==> src/tsi_pkg.sv <==
// Constants for the timer status, interrupt and low-power block.
// Assumes a 32-bit APB bus with byte addresses on aligned words.
package tsi_pkg;
  localparam int CH_COUNT = 6;
  localparam logic [7:0] OFS_STATUS_CONTROL = 8'h00;
  localparam logic [7:0] OFS_COUNTER        = 8'h04;
  localparam logic [7:0] OFS_MODULO         = 8'h08;
  localparam logic [7:0] OFS_CHANNEL_CTRL   = 8'h0c;
  localparam logic [7:0] OFS_CHANNEL_BASE   = 8'h10;
  localparam logic [7:0] OFS_CHANNEL_LAST   = 8'h24;
  // Status and control field positions.
  localparam int BIT_OVF       = 7;
  localparam int BIT_OVF_IE    = 6;
  localparam int BIT_HALT      = 5;
  localparam int BIT_CLEAR     = 4;
  localparam int PS_LSB        = 0;
  // Channel control field positions.
  localparam int CH_FLAG_LSB   = 0;
  localparam int CH_IE_LSB     = 8;
  localparam int CH_OC_LSB     = 16;
  localparam int CH_BUF_LSB    = 24;
  // Values after reset and fixed codes.
  localparam logic [2:0]  PS_EXTERNAL  = 3'h7;
  localparam logic [2:0]  PS_RESET     = 3'h0;
  localparam logic [15:0] COUNT_RESET  = 16'h0000;
  localparam logic [15:0] MODULO_RESET = 16'hffff;
  localparam logic        HALT_RESET   = 1'b1;
endpackage : tsi_pkg

==> src/tsi_prescaler.sv <==
// Prescaler for the timer counter: a bus clock divider or an external clock edge.
// Assumes the external edge is already synchronised to core_clk.
module tsi_prescaler
  import tsi_pkg::*;
(
  // Clock and reset.
  input  wire logic       core_clk,
  input  wire logic       arst_n,
  // Control.
  input  wire logic       clear,
  input  wire logic       run,
  input  wire logic [2:0] sel,
  input  wire logic       ext_rise,
  // Counter tick.
  output logic            tick
);
  typedef struct packed {
    logic [5:0] div;
  } tsi_pre_state_type;

  tsi_pre_state_type st;
  tsi_pre_state_type next_st;
  logic [5:0]        mask;

  always_comb
  begin
    mask = 6'(7'(7'h01 << sel) - 7'h01);
    next_st = st;
    if (clear)
    begin
      next_st.div = 6'h00;
    end
    else if (run)
    begin
      next_st.div = st.div + 6'h01;
    end
    // Code 111 hands the counter to the pin, others divide by 2**sel.
    if (sel == PS_EXTERNAL)
    begin
      tick = run & ~clear & ext_rise;
    end
    else
    begin
      tick = run & ~clear & ((st.div & mask) == mask);
    end
  end

  always_ff @(posedge core_clk or negedge arst_n)
  begin
    if (!arst_n)
    begin
      st <= '0;
    end
    else
    begin
      st <= next_st;
    end
  end
endmodule : tsi_prescaler

==> src/tsi_top.sv <==
// Six-channel 16-bit timer: status/control, flags, interrupt, low-power and break.
// Assumes an APB master on core_clk and synchronous mode and channel inputs.
//
// Functional notes
// Overflow flag sets on rollover after modulo.
// Overflow interrupt needs flag and enable.
// Channel events set flags; enables gate interrupts.
// Timer runs in wait; interrupts wake.
// Registers inaccessible while in wait mode.
// Stop mode freezes timer, keeps state.
// Break halts the counter.
// Break protects flags unless clear enable set.
// Armed clear survives break, completes after.
// Prescale code all ones selects pin.
// External clock below 4 MHz, half bus.
// Selected clock pin is forced input.
// Channels capture or compare; even ones buffer.
// Flag clears by read then write zero.
// Reset clears flag, sets counter halt.
// Halt suppresses input captures.
// Counter clear zeroes counter, prescaler, self-clears.
// Keep halt clear when wait wakeup needed.
// Halt timer before wait to save power.
// Prescale codes divide by one through 64.
// Halt with clear stops at zero.
// Pin clock synchronised; counter steps per tick.
module tsi_top
  import tsi_pkg::*;
(
  // Clock and reset.
  input  wire logic        core_clk,
  input  wire logic        arst_n,
  // APB slave.
  input  wire logic        psel,
  input  wire logic        penable,
  input  wire logic        pwrite,
  input  wire logic [7:0]  paddr,
  input  wire logic [31:0] pwdata,
  output logic [31:0]      prdata,
  output logic             pready,
  output logic             pslverr,
  // System state.
  input  wire logic        wait_mode,
  input  wire logic        stop_mode,
  input  wire logic        break_active,
  input  wire logic        break_clear_enable,
  // External clock pin.
  input  wire logic        external_timer_clock,
  input  wire logic        port_d_direction_bit6,
  output logic             ext_pin_oe,
  // Channel pins.
  input  wire logic [5:0]  ch_in,
  output logic [5:0]       ch_out,
  output logic [5:0]       ch_oe,
  // Interrupt requests.
  output logic             overflow_irq,
  output logic             channel_irq
);
  typedef struct packed {
    logic              overflow_flag;
    logic              overflow_irq_enable;
    logic              counter_halt;
    logic [2:0]        prescale_select;
    logic              ovf_arm;
    logic [15:0]       count;
    logic [15:0]       modulo;
    logic [5:0]        channel_event_flag;
    logic [5:0]        ch_arm;
    logic [5:0]        channel_irq_enable;
    logic [5:0]        ch_compare;
    logic [2:0]        ch_buffered;
    logic [5:0][15:0]  ch_val;
    logic [2:0][15:0]  ch_pend;
    logic [5:0]        ch_in_q;
    logic [5:0]        ch_out;
    logic              ext_s1;
    logic              ext_s2;
    logic              ext_s3;
    logic              clear_req;
    logic [31:0]       prdata;
    logic              pready;
    logic              pslverr;
    logic              overflow_irq;
    logic              channel_irq;
    logic              ext_pin_oe;
  } tsi_state_type;

  tsi_state_type st;
  tsi_state_type next_st;
  logic          tick;
  logic          run;
  logic          flag_clear_ok;
  logic          access;
  logic          finish;
  logic          rollover;
  logic [31:0]   rd;
  logic          mapped;
  int            idx;

  function automatic logic is_channel(input logic [7:0] a);
    return (a >= OFS_CHANNEL_BASE) && (a <= OFS_CHANNEL_LAST) && (a[1:0] == 2'b00);
  endfunction : is_channel

  function automatic int channel_of(input logic [7:0] a);
    return int'((a - OFS_CHANNEL_BASE) >> 2);
  endfunction : channel_of

  // Counter advances outside stop, break and halt; clear request zeroes the divider.
  assign run = ~st.counter_halt & ~stop_mode & ~break_active;

  tsi_prescaler u_pre (
    .core_clk (core_clk),
    .arst_n   (arst_n),
    .clear    (st.clear_req),
    .run      (run),
    .sel      (st.prescale_select),
    .ext_rise (st.ext_s2 & ~st.ext_s3),
    .tick     (tick)
  );

  always_comb
  begin
    next_st = st;
    idx = 0;
    access = psel & penable;
    finish = access & st.pready;
    // During break a clear only goes through when software was allowed it.
    flag_clear_ok = ~break_active | break_clear_enable;
    rollover = tick & ~st.clear_req & (st.count == st.modulo);

    // Synchroniser: the second and third stages feed the edge detector.
    next_st.ext_s1 = external_timer_clock;
    next_st.ext_s2 = st.ext_s1;
    next_st.ext_s3 = st.ext_s2;
    next_st.ch_in_q = ch_in;

    // Read mux, valid one cycle into the access phase.
    rd = 32'h0000_0000;
    mapped = 1'b1;
    if (paddr == OFS_STATUS_CONTROL)
    begin
      rd[BIT_OVF] = st.overflow_flag;
      rd[BIT_OVF_IE] = st.overflow_irq_enable;
      rd[BIT_HALT] = st.counter_halt;
      rd[PS_LSB +: 3] = st.prescale_select; // Clear bit always reads as zero.
    end
    else if (paddr == OFS_COUNTER)
    begin
      rd[15:0] = st.count;
    end
    else if (paddr == OFS_MODULO)
    begin
      rd[15:0] = st.modulo;
    end
    else if (paddr == OFS_CHANNEL_CTRL)
    begin
      rd[CH_FLAG_LSB +: 6] = st.channel_event_flag;
      rd[CH_IE_LSB +: 6] = st.channel_irq_enable;
      rd[CH_OC_LSB +: 6] = st.ch_compare;
      for (int k = 0; k < 3; k++)
      begin
        rd[CH_BUF_LSB + 2 * k] = st.ch_buffered[k];
      end
    end
    else if (is_channel(paddr))
    begin
      rd[15:0] = st.ch_val[channel_of(paddr)];
    end
    else
    begin
      mapped = 1'b0;
    end

    // Two-phase APB answer: ready one cycle into the access phase.
    next_st.pready = access & ~st.pready;
    next_st.pslverr = 1'b0;
    next_st.prdata = 32'h0000_0000;
    if (access & ~st.pready)
    begin
      // Registers are closed to the CPU while it sleeps in wait.
      next_st.pslverr = ~mapped | wait_mode;
      next_st.prdata = (mapped & ~wait_mode) ? rd : 32'h0000_0000;
    end

    // Counter clear is a one-cycle request that never persists.
    next_st.clear_req = 1'b0;

    // Effects at the completing edge of a transfer.
    if (finish & ~st.pslverr)
    begin
      if (!pwrite)
      begin
        if (paddr == OFS_STATUS_CONTROL && st.overflow_flag && flag_clear_ok)
        begin
          next_st.ovf_arm = 1'b1;
        end
        if (paddr == OFS_CHANNEL_CTRL && flag_clear_ok)
        begin
          next_st.ch_arm = st.ch_arm | st.channel_event_flag;
        end
      end
      else if (paddr == OFS_STATUS_CONTROL)
      begin
        next_st.overflow_irq_enable = pwdata[BIT_OVF_IE];
        next_st.counter_halt = pwdata[BIT_HALT];
        next_st.prescale_select = pwdata[PS_LSB +: 3];
        next_st.clear_req = pwdata[BIT_CLEAR];
        // Only a zero write after an armed read clears; a one does nothing.
        if (!pwdata[BIT_OVF] && st.ovf_arm && flag_clear_ok)
        begin
          next_st.overflow_flag = 1'b0;
          next_st.ovf_arm = 1'b0;
        end
      end
      else if (paddr == OFS_MODULO)
      begin
        next_st.modulo = pwdata[15:0];
      end
      else if (paddr == OFS_CHANNEL_CTRL)
      begin
        next_st.channel_irq_enable = pwdata[CH_IE_LSB +: 6];
        next_st.ch_compare = pwdata[CH_OC_LSB +: 6];
        for (int k = 0; k < 3; k++)
        begin
          next_st.ch_buffered[k] = pwdata[CH_BUF_LSB + 2 * k];
        end
        if (flag_clear_ok)
        begin
          for (int k = 0; k < CH_COUNT; k++)
          begin
            if (!pwdata[CH_FLAG_LSB + k] && st.ch_arm[k])
            begin
              next_st.channel_event_flag[k] = 1'b0;
              next_st.ch_arm[k] = 1'b0;
            end
          end
        end
      end
      else if (is_channel(paddr))
      begin
        idx = channel_of(paddr);
        // Even channels in buffered mode load their compare at the next rollover.
        if (idx % 2 == 0 && st.ch_buffered[idx / 2])
        begin
          next_st.ch_pend[idx / 2] = pwdata[15:0];
        end
        else
        begin
          next_st.ch_val[idx] = pwdata[15:0];
        end
      end
    end

    // Counter: clear beats a tick, and with halt set the count rests at zero.
    if (st.clear_req)
    begin
      next_st.count = COUNT_RESET;
    end
    else if (tick)
    begin
      next_st.count = rollover ? COUNT_RESET : st.count + 16'h0001;
    end

    // A new overflow wins over a clear in the same cycle and cancels the armed read.
    if (rollover)
    begin
      next_st.overflow_flag = 1'b1;
      next_st.ovf_arm = 1'b0;
      for (int k = 0; k < 3; k++)
      begin
        if (st.ch_buffered[k])
        begin
          next_st.ch_val[2 * k] = st.ch_pend[k];
        end
      end
    end

    // Channel events set flags after any clear, so the event is never lost.
    for (int k = 0; k < CH_COUNT; k++)
    begin
      if (!st.ch_compare[k])
      begin
        // Captures are dropped during halt and stop.
        if (ch_in[k] && !st.ch_in_q[k] && run)
        begin
          next_st.ch_val[k] = st.count;
          next_st.channel_event_flag[k] = 1'b1;
          next_st.ch_arm[k] = 1'b0;
        end
      end
      else if (tick && st.count == st.ch_val[k])
      begin
        next_st.ch_out[k] = ~st.ch_out[k];
        next_st.channel_event_flag[k] = 1'b1;
        next_st.ch_arm[k] = 1'b0;
      end
    end

    // Requests stay live in wait so they can wake the processor.
    next_st.overflow_irq = next_st.overflow_flag & next_st.overflow_irq_enable;
    next_st.channel_irq = |(next_st.channel_event_flag & next_st.channel_irq_enable);
    // The pin only drives as an output when it is not the clock source.
    next_st.ext_pin_oe = port_d_direction_bit6 & (next_st.prescale_select != PS_EXTERNAL);
  end

  always_ff @(posedge core_clk or negedge arst_n)
  begin
    if (!arst_n)
    begin
      st <= '0;
      st.counter_halt <= HALT_RESET;
      st.prescale_select <= PS_RESET;
      st.modulo <= MODULO_RESET;
    end
    else
    begin
      st <= next_st;
    end
  end

  assign prdata       = st.prdata;
  assign pready       = st.pready;
  assign pslverr      = st.pslverr;
  assign ext_pin_oe   = st.ext_pin_oe;
  assign ch_out       = st.ch_out;
  assign ch_oe        = st.ch_compare;
  assign overflow_irq = st.overflow_irq;
  assign channel_irq  = st.channel_irq;
endmodule : tsi_top

==> config.mk <==
export PLATFORM = sky130hd
export DESIGN_NAME = tsi_top
export DESIGN_NICKNAME = d
export VERILOG_FILES = /design/src/tsi_pkg.sv /design/src/tsi_prescaler.sv /design/src/tsi_top.sv
export SDC_FILE = /design/constraint.sdc
export NUM_CORES = 1
export LEC_CHECK = 0
export ABC_AREA = 0
export BUFFER_PORTS_ARGS = -buffer_cell sky130_fd_sc_hd__clkbuf_2
export CAP_MARGIN = 20
export CELL_PAD_IN_SITES_DETAIL_PLACEMENT = 0
export CELL_PAD_IN_SITES_GLOBAL_PLACEMENT = 1
export CORE_MARGIN = 2
export CORE_UTILIZATION = 35
export DETAILED_ROUTE_END_ITERATION = 6
export PLACE_DENSITY_LB_ADDON = 0.1
export RECOVER_POWER = 100
export SYNTH_ARGS = -nofsm -noshare
export SYNTH_HDL_FRONTEND = slang
export SYNTH_HIERARCHICAL = 1
export SYNTH_SLANG_ARGS = --single-unit
==> constraint.sdc <==
create_clock -name core_clk -period 3.85 [get_ports core_clk]
set_input_delay 0.77 -clock core_clk [delete_from_list [all_inputs] [get_ports core_clk]]
set_output_delay 0.77 -clock core_clk [all_outputs]
set_load 0.02 [all_outputs]
* After elaboration in Yosys (flattened, before gate mapping) *
Index checks and enable logic that the tools add are counted.

storage, ports and cells
  bits in registers = 269
  latch bits = 0
  bits in writable memories = 0
  ROM bits = 0
  input port bits = 57
  output and inout port bits = 49
  logic and storage cells = 310
  memories = 0

operators by class
  $add $sub $neg = 4
  $mul = 0
  div/mod/pow operators = 0
  $lt $le $gt $ge = 6
  equal/unequal tests = 15
  shift operators = 1
  muxes and demuxes = 141
  bitwise logic cells = 38
  reduce and logical (&&, ||, !) cells = 66

operators by type and width
  cell                     number
  $mux W171                3
  $mux W16                 27
  $mux W144                2
  $mux W159                1
  $eq A16 B16 Y1           7
  $bwmux W96               1
  $mux W96                 1
  $mux W1                  77
  $mux W6                  11
  $mux W29                 2
  $bmux W16 S3             1
  $bwmux W48               1
  $demux W16 S3            1
  $mux W48                 1
  $logic_and A1 B1 Y1      34
  $demux W16 S2            1
  $logic_not A32 Y1        1
  $ge A30 B1 Y1 const B    1
  $lt A30 B4 Y1 const B    1
  $ge A29 B1 Y1 const B    1
  $lt A29 B3 Y1 const B    1
  $mux W27                 1
  $not A1 Y1               18
  $add A16 B1 Y16 const B  1
  33 further kinds         75

* Logic depth before layout (Yosys ltp) *
Gate-level depths: netlist of run 1.

  depth after elaboration = 17
  gate-level depth with buffers = 13
  gate-level depth less buffers = 9

* Modules after synthesis *
The synthesis of run 1 kept the hierarchy.

modules (own cells, without submodules)
  module         times used  cells each  area an instance (um^2)
  tsi_top        1           1448        14515.2
  tsi_prescaler  1           40          372.9

* Worst setup path before layout of run 1 *
No wires, ideal clock.

  path kind = input to register
  from = in paddr[4]
  to = reg st[145] in the netlist's numbering
  setup time = 132 ps
  arrival time = 3101 ps
  path slack = 617 ps
  stages = 11
  buffers on the path = 3
  path through = buf_2 inv_1 ha_1 clkbuf_1 xor2_1 nor4_1 nand3_4 buf_6 mux2_1 mux2i_1 o21ai_1

RTL lines
  item                    line            source
  start: declaration      tsi_top.sv:37   input wire logic [7:0] paddr,
  end signal: assignment  tsi_top.sv:317  st <= next_st;
  end: declaration        tsi_top.sv:88   tsi_state_type st;

==> run metrics, run 1 <==
Final nets=1,589; P&R area growth vs syn=11.8%; Synth Area per Inst=10.0 um2; layout cells sized above 1=0.204; Period minus WS final=3.30 ns; Leak Pwr=7.62 nW; CP startpoint kind=primary input; Root Driver=clkbuf_16; CTS resizes=0; largest net degree at the start of global routing=89; GRT overflow=0; setup TNS=0 ns; via/cell ratio=5.44; fin cells=2,090; sw frac=0.278; Synth area leaders=dfrtp_1 (41%), mux2_2 (9.4%), nand2_1 (4.6%); vias post-DR=11,400; I/O pins=106; Post-Syn Instances=1,488; Combinational Power Share=0.131; top cells by count, synth=dfrtp_1 (245), nand2_1 (181), nor2_1 (134); final core utilization=0.397; vias in the first global route=11,400; FF/Latch Area=0.00658 mm2; CP top delay family=simple AND/OR/NAND/NOR gates; status=finished, violations left; die area=0.0442 mm2; Peak VDD IR=0.251 mV; # rows=75; core area=0.0419 mm2; gpl congestion=0.831; Hold WC Path Type=primary input to flop; Layout fillers=4,239; Yosys reg bits=262; Sequential Power Share=0.430; Slew headroom=-0.759; DRC violations left=0; slew at the pin with the worst max-slew slack=2.64 ns; Yosys Warn Count=6; WS Path Type=primary input to flop; die height=210 um; CTS hold repair buffers=0; cts bufs inserted=34; CP Max Fanout=16; failing checks=max-capacitance violations, max-slew violations; Placed Cells incl. Taps=2,029; initial antenna violation count=0; # port buffers=91; count of cell types in the netlist=71; CTS tree=built; DRT iter0 DRCs=701; CTS clock-pin slew for the worst setup and hold paths=0.05 ns; Die Wd=210 um; final-report setup violation count=0; ANT nets after route=0; Setup crit end kind=flop; CP arrival=3.76 ns; PwrDens=432 mW/mm2; Starting Density=0.355; multi-input logic area=0.00742 mm2; MaxCap Viol Count=1; Pre-antenna DRT Iters=5; H-tree depth=2; RSZ-0062 raised after global routing=false; Int Pwr=5.20 mW; cell with the most instances after synthesis=dfrtp_1; first-pass GRT wire length=76,000 um; required time of the worst setup path=4.30 ns; FFs w/ async S/R, synth=1.00; CP max stage cell=or4_1; Slew Viols, Final=87; Final period util=0.858; clk_skew=0.0136 ns; HPWL Detailed=35,600 um; Post-Syn Area=0.0149 mm2; critical-path cell list=clkbuf_1, inv_1, ha_1, o21ai_0, a32oi_4, or4_1, nor3_4, and2_1, clkbuf_2, nand2_1, a31oi_1; Worst Path Buf+Inv=3; Sink Count=262; total power=7.20 mW; DR WL/cell=24.4 um; EDFF count, synth=0; register area share after synthesis=0.442; Clk pwr share=0.440; gr usage total=0.233; final WL=51,100 um; CTS Buffer Depth=3; latest clock arrival within the worst-skew pair=0.55 ns; Psw=2.00 mW; post-CTS setup repair buffer count=0; count of final hold-check violations=0; Max stage delay on crit path=0.82 ns; Yosys top cell by area=dfrtp_1; share of the synthesized area in the top cell type=0.412; ys flop type=dfrtp_1; fmax=303 MHz
-- placed cells by master, fill, tap and decap left out, types with 7 or more instances in the layout --
master,count
nor3_1,8
mux4_2,16
nand2b_1,10
o22ai_1,14
clkbuf_16,35
o21ai_0,81
a21oi_1,35
clkbuf_8,8
xor2_1,50
and3_1,26
inv_1,11
clkbuf_1,70
nor4_1,19
and2_1,7
a31oi_1,35
conb_1,7
nand3_1,26
mux2i_1,50
a22oi_1,25
nand4_1,23
clkbuf_2,46
mux2_1,18
nand3b_1,11
o31ai_1,16
and2_0,10
nor2_1,134
xnor2_1,73
nand2_1,181
mux2_2,114
o31ai_2,7
dfrtp_1,245
buf_4,47
dfstp_2,16
-- layout make-up --
cell class | count | share of cell area
Clock buffer | 53 | 0.0615
Multi-Input combinational cell | 1062 | 0.445
Timing Repair Buffer | 155 | 0.0510
Clock inverter | 7 | 0.00383
Inverter | 11 | 0.00248
Antenna cell | 1 | 0.000150
Sequential cell | 262 | 0.395
Tap cell | 539 | 0.0405
-- per-stage QoR --
step	hold slack, ns	setup WS, ns	instance area, um2
after floorplan	0.331	0.617	14900
after global placement	0.333	0.430	15700
after detailed placement	0.340	0.390	15700
after CTS	0.267	0.900	16800
after global routing	0.327	0.362	16600
final	0.340	0.548	16600
-- kinds of logic (layout without fill, tap and decap cells) --
kind of cell	Yosys count	count (layout)	synth area share
muxes	198	198	0.158
and+or+nand+nor	484	484	0.157
buffers and inverters	170	226	0.0607
xor gates and xnor gates	123	123	0.0724
AOI/OAI and AO/OA	244	244	0.106
other	1	8	0.000252
DFF	262	262	0.442
adders and majority gates	6	6	0.00504
-- layer usage --
metal	vias up	track usage	share of wire
met5	-	0	0
met4	0	0.0714	0.026
met3	77	0.0270	0.038
met2	239	0.383	0.47
met1	5841	0.323	0.47
li1	5222	-	-
-- power groups by stage --
stage | clock, mW | combinational (mW) | sequential (mW)
3_3_place_gp | 0 | 0.936 | 3.14
6_report | 3.16 | 0.940 | 3.09
3_5_place_dp | 0 | 0.944 | 3.14
2_1_floorplan | 0 | 0.625 | 3.09
5_1_grt | 3.35 | 1.04 | 3.12
4_1_cts | 3.25 | 0.949 | 3.09
-- final timing paths --
kind	cells after the start	from	to	slack (ns)
max	11	paddr[4]	st[124]	0.55
min	1	external_timer_clock	next_st[39]	0.34
max reg2reg	8	st[249]	st[243]	0.71
min reg2reg	0	next_st[39]	next_st[38]	0.35
max in group asynchronous	2	arst_n	asynchronous set/reset pin	1.07
min in group asynchronous	1	arst_n	prdata[10]	1.02
Power figures use the tool's default switching activity.
==> run 2: changes to the inputs <==
==> constraint.sdc (replaced) <==
create_clock -name core_clk -period 3.9 [get_ports core_clk]
set_input_delay 0.78 -clock core_clk [delete_from_list [all_inputs] [get_ports core_clk]]
set_output_delay 0.78 -clock core_clk [all_outputs]
set_load 0.02 [all_outputs]
==> run metrics, run 2 (synthesis gave the netlist of run 1 again) <==
Slew headroom=-0.546 (+0.213); Crit Reg-Reg Endpoint=st[251]; H-tree depth=2 (unchanged); CTS Buffer Depth=3 (unchanged); commonest non-fill, non-tap cell in the layout=dfrtp_1; Setup crit end kind=flop; MaxCap Viol Count=1 (unchanged); Period minus WS final=3.38 ns; worst hold stages=0 (-1); setup TNS=0 ns (unchanged); final-report setup violation count=0 (unchanged); worst hold slack=0.353 ns (+0.0129 ns); Final period util=0.866; clk_skew=0.0143 ns (+0.000726 ns); count of final hold-check violations=0 (unchanged); via/cell ratio=5.33 (-2.1%); core area=0.0419 mm2 (unchanged); post-CTS setup repair buffer count=0 (unchanged); CP startpoint kind=primary input; Pre-antenna DRT Iters=6 (+1); P&R area growth vs syn=12.1%; Worst R2R Start=st[260]; layout cells sized above 1=0.204 (+0.000527); gr usage total=0.233 (-0.000666); GRT overflow=0 (unchanged); die area=0.0442 mm2 (unchanged); hold wc startpoint=next_st[39]; PwrDens=434 mW/mm2 (+0.41%); CTS hold repair buffers=0 (unchanged); Clk pwr share=0.451 (+0.011); final WL=50,600 um (-0.92%); fmax=296 MHz; Psw=1.97 mW (-1.6%); Peak VDD IR=0.304 mV (+21%); required time of the worst setup path=4.30 ns (about the same); Ant. Diodes=0 (-1); Hold WC Path Type=flop to flop; Sequential Power Share=0.422 (-0.008); first-pass GRT wire length=75,500 um (-0.64%); die height=210 um (unchanged); reg2reg setup slack=0.60 ns (-0.11 ns); RSZ-0062 raised after global routing=false; initial antenna violation count=1 (+1); Leak Pwr=7.66 nW (+0.49%); largest net degree at the start of global routing=78 (-12%); vias post-DR=11,100 (-2.4%); Hold Crit Endpoint=next_st[38]; Int Pwr=5.28 mW (+1.6%); ANT nets after route=0 (unchanged); status=finished, violations left; CP arrival=3.78 ns (+0.02 ns); Root Driver=clkbuf_16; I/O pins=106 (unchanged); DR WL/cell=24.3 um (-0.68%); # rows=75 (unchanged); latest clock arrival within the worst-skew pair=0.54 ns (about the same); Slew Viols, Final=76 (-13%); Layout fillers=4,175 (-1.5%); most frequent cells in the layout=dfrtp_1 (245), nand2_1 (181), nor2_1 (134); Die Wd=210 um (unchanged); slew at the pin with the worst max-slew slack=2.32 ns (-0.319 ns); Starting Density=0.355 (unchanged); Combinational Power Share=0.127 (-0.004); CTS clock-pin slew for the worst setup and hold paths=0.05 ns (about the same); failing checks=max-capacitance violations, max-slew violations; Final nets=1,588 (-0.063%); gpl congestion=0.814 (-2.1%); vias in the first global route=11,100 (-2.2%); # port buffers=91 (unchanged); DRC violations left=0 (unchanged); CTS resizes=0 (unchanged); CTS tree=built; DRT iter0 DRCs=793 (+13%); CP Max Fanout=17 (+1); sw frac=0.272 (-0.00627); Sink Count=262 (unchanged); FF-to-FF path depth=10 (+2); WS Path Type=primary input to flop; cts bufs inserted=35 (+2.9%); HPWL Detailed=35,400 um (-0.60%)
==> run 2: changes by cell type in the layout (fill, tap and decap cells not counted), sizes merged <==
| cell | before | now |
|---|---|---|
| diode | 1 | 0 |
| clkinv | 5 | 3 |
| bufinv | 1 | 3 |
| clkbuf | 159 | 155 |
==> run 2: cell type report <==
cell class                      count  area (um2)  share of cell area
Clock buffer                       51        1030              0.0616
Clock inverter                      7         114             0.00682
Inverter                           11        41.3             0.00247
Multi-Input combinational cell   1062        7420               0.445
Sequential cell                   262        6580               0.394
Timing Repair Buffer              153         836              0.0501
Tap cell                          539         674              0.0404
==> run 2: worst max path at each step <==
| stage | startpoint | to |
|---|---|---|
| after CTS | paddr[3] | flop |
| after detailed placement | paddr[3] | flop |
| after floorplan | paddr[4] | st[145] |
| after global routing | paddr[3] | st[191] |
| final | paddr[3] | st[191] |
| after global placement | paddr[3] | flop |
==> run 2: power by group through the flow <==
stage,registers (mW),clock network [mW],logic [mW]
final,3.05,3.27,0.922
after global routing,3.08,3.46,1.02
after CTS,3.05,3.37,0.935
after detailed placement,3.10,0,0.933
after global placement,3.10,0,0.921
after floorplan,3.05,0,0.617
==> run 2: stage by stage <==
stage	worst slack [ns]	util	instance area [um2]	std cells	total power [mW]
final	0.521	0.398	16700	2085	7.25
after global routing	0.341	0.398	16700	2085	7.56
after CTS	0.828	0.402	16800	2085	7.35
after detailed placement	0.241	0.374	15700	2027	4.03
after global placement	0.295	0.374	15700	2027	4.02
after floorplan	0.657	-	14900	1494	3.67
==> run 2: metal layers <==
layer  track usage  vias to the layer above  part of all wire
met3        0.0325                       72             0.036
met2         0.376                      217              0.47
li1              -                     5225                 -
met1         0.323                     5595              0.47
met5             0                        -                 0
met4        0.0731                        0             0.026
==> run 2: critical path: stages <==
cell,delay [ns]
clkbuf_1,0.22
and2b_1,0.48
a32oi_1,0.24
or4_1,0.85
nor3_4,0.42
and2_4,0.43
mux2i_1,0.23
a21oi_1,0.09
==> run 3: changes to the inputs <==
==> constraint.sdc (replaced) <==
create_clock -name core_clk -period 4 [get_ports core_clk]
set_input_delay 0.8 -clock core_clk [delete_from_list [all_inputs] [get_ports core_clk]]
set_output_delay 0.8 -clock core_clk [all_outputs]
set_load 0.02 [all_outputs]
==> run metrics, run 3 (synthesis gave the netlist of run 1 again) <==
status=finished, violations left; failing checks=max-capacitance violations, max-slew violations; PwrDens=421 mW/mm2 (-2.9%); Starting Density=0.355 (unchanged); I/O pins=106 (unchanged); GRT overflow=0 (unchanged); required time of the worst setup path=4.48 ns (+0.18 ns); Int Pwr=5.05 mW (-4.3%); final core utilization=0.396 (-0.00146); CP arrival=3.92 ns (+0.14 ns); initial antenna violation count=0 (-1); Ant. Diodes=0 (unchanged); most frequent cells in the layout=dfrtp_1 (245), nand2_1 (181), nor2_1 (134); Layout fillers=4,180 (+0.12%); CP Max Fanout=8 (-9); layout cells sized above 1=0.205 (about the same); multi-input logic area=0.00741 mm2 (-0.15%); H-tree depth=2 (unchanged); first-pass GRT wire length=76,000 um (+0.69%); largest net degree at the start of global routing=95 (+22%); latest clock arrival within the worst-skew pair=0.56 ns (+0.02 ns); CP startpoint kind=flop; Combinational Power Share=0.128 (about the same); CTS tree=built; slew at the pin with the worst max-slew slack=2.68 ns (+0.357 ns); commonest non-fill, non-tap cell in the layout=dfrtp_1; core area=0.0419 mm2 (unchanged); DRT iter0 DRCs=666 (-16%); Placed Cells incl. Taps=2,027 (unchanged); Hold WC Path Type=flop to flop; Die Wd=210 um (unchanged); CTS clock-pin slew for the worst setup and hold paths=0.05 ns (about the same); CTS resizes=0 (unchanged); vias in the first global route=11,300 (+1.6%); clk_skew=0.0260 ns (+0.0117 ns); total power=7.01 mW (-3.3%); Sink Count=262 (unchanged); gpl congestion=0.818 (+0.55%); Sequential Power Share=0.425 (+0.003); final WL=50,700 um (+0.20%); FF/Latch Area=0.00658 mm2 (unchanged); DRC violations left=0 (unchanged); # rows=75 (unchanged); cts bufs inserted=34 (-2.9%); Leak Pwr=7.63 nW (-0.39%); ANT nets after route=0 (unchanged); CTS Buffer Depth=3 (unchanged); P&R area growth vs syn=11.7%; Clk pwr share=0.447 (-0.004); fin cells=2,089 (+0.19%); Slew Viols, Final=95 (+25%); Final nets=1,587 (-0.063%); Setup crit end kind=flop; setup TNS=0 ns (unchanged); HPWL Detailed=35,300 um (-0.30%); final-report setup violation count=0 (unchanged); die area=0.0442 mm2 (unchanged); vias post-DR=11,300 (+1.8%); via/cell ratio=5.41 (+1.6%); count of final hold-check violations=0 (unchanged); Psw=1.96 mW (-0.62%); Period minus WS final=3.44 ns; worst hold slack=0.347 ns (-0.00563 ns); DR WL/cell=24.3 um (about the same); # port buffers=91 (unchanged); post-CTS setup repair buffer count=0 (unchanged); MaxCap Viol Count=1 (unchanged); RSZ-0062 raised after global routing=false; Peak VDD IR=0.281 mV (-7.6%); Slew headroom=-0.784 (-0.238); fmax=291 MHz; CTS hold repair buffers=0 (unchanged); WS Path Type=flop to flop; Root Driver=clkbuf_16; sw frac=0.279 (+0.00749); Final period util=0.860; die height=210 um (unchanged); Pre-antenna DRT Iters=7 (+1); gr usage total=0.233 (about the same)
-- run 3: cell types whose count changed in the layout (fill, tap and decap cells not counted), sizes merged --
cell,change
bufinv,-1
clkbuf,+7
buf,-7
inv,+1
clkinv,+4
-- run 3: layout make-up --
type,count,area share
timing repair buffer,153,0.0478
inverter,11,0.00248
sequential,262,0.395
multi-input combinational,1062,0.446
clock inverter,11,0.00767
tap,539,0.0406
clock buffer,51,0.0604
-- run 3: path summary, 6_finish.rpt --
path | start | endpoint | slack, ns | cells after the start
worst max-delay path | st[260] | channel_irq | 0.56 | 11
worst min-delay path | next_st[39] | next_st[38] | 0.35 | 0
worst max register to register | st[260] | channel_irq | 0.56 | 11
worst min register to register | next_st[39] | next_st[38] | 0.35 | 0
max in group asynchronous | arst_n | st[195] | 1.01 | 2
min in group asynchronous | arst_n | prdata[11] | 1.06 | 1
-- run 3: stage by stage --
stage | cell area, um2 | setup WS (ns)
after floorplan | 14900 | 0.737
after global placement | 15700 | 0.425
after detailed placement | 15700 | 0.406
after CTS | 16800 | 0.981
after global routing | 16600 | 0.411
final | 16600 | 0.560
-- run 3: critical path, cell delays in order (launching register included) --
cell      delay [ns]
dfstp_1         0.40
or3_1           0.57
inv_1           0.14
nand2b_1        0.07
a311oi_1        0.28
clkbuf_1        0.60
nand4_1         0.16
nor4_1          0.40
clkbuf_1        0.24
nor2_1          0.16
a21boi_0        0.22
a2111o_1        0.12
-- run 3: layer usage --
metal	wire length (um)	part of all wire	vias to the layer above	GRT usage
met4	1190	0.023	0	0.0653
li1	-	-	5227	-
met2	24300	0.48	230	0.385
met1	23500	0.46	5782	0.323
met5	0	0	-	0
met3	1690	0.033	71	0.0268
-- run 3: power groups by stage --
stage               clock network (mW)  logic, mW  registers (mW)
detailed placement                   0      0.907            3.02
CTS                               3.22      0.909            2.98
floorplan                            0      0.601            2.98
finish                            3.13      0.895            2.98
global route                      3.32      0.989            3.00
global placement                     0      0.900            3.02
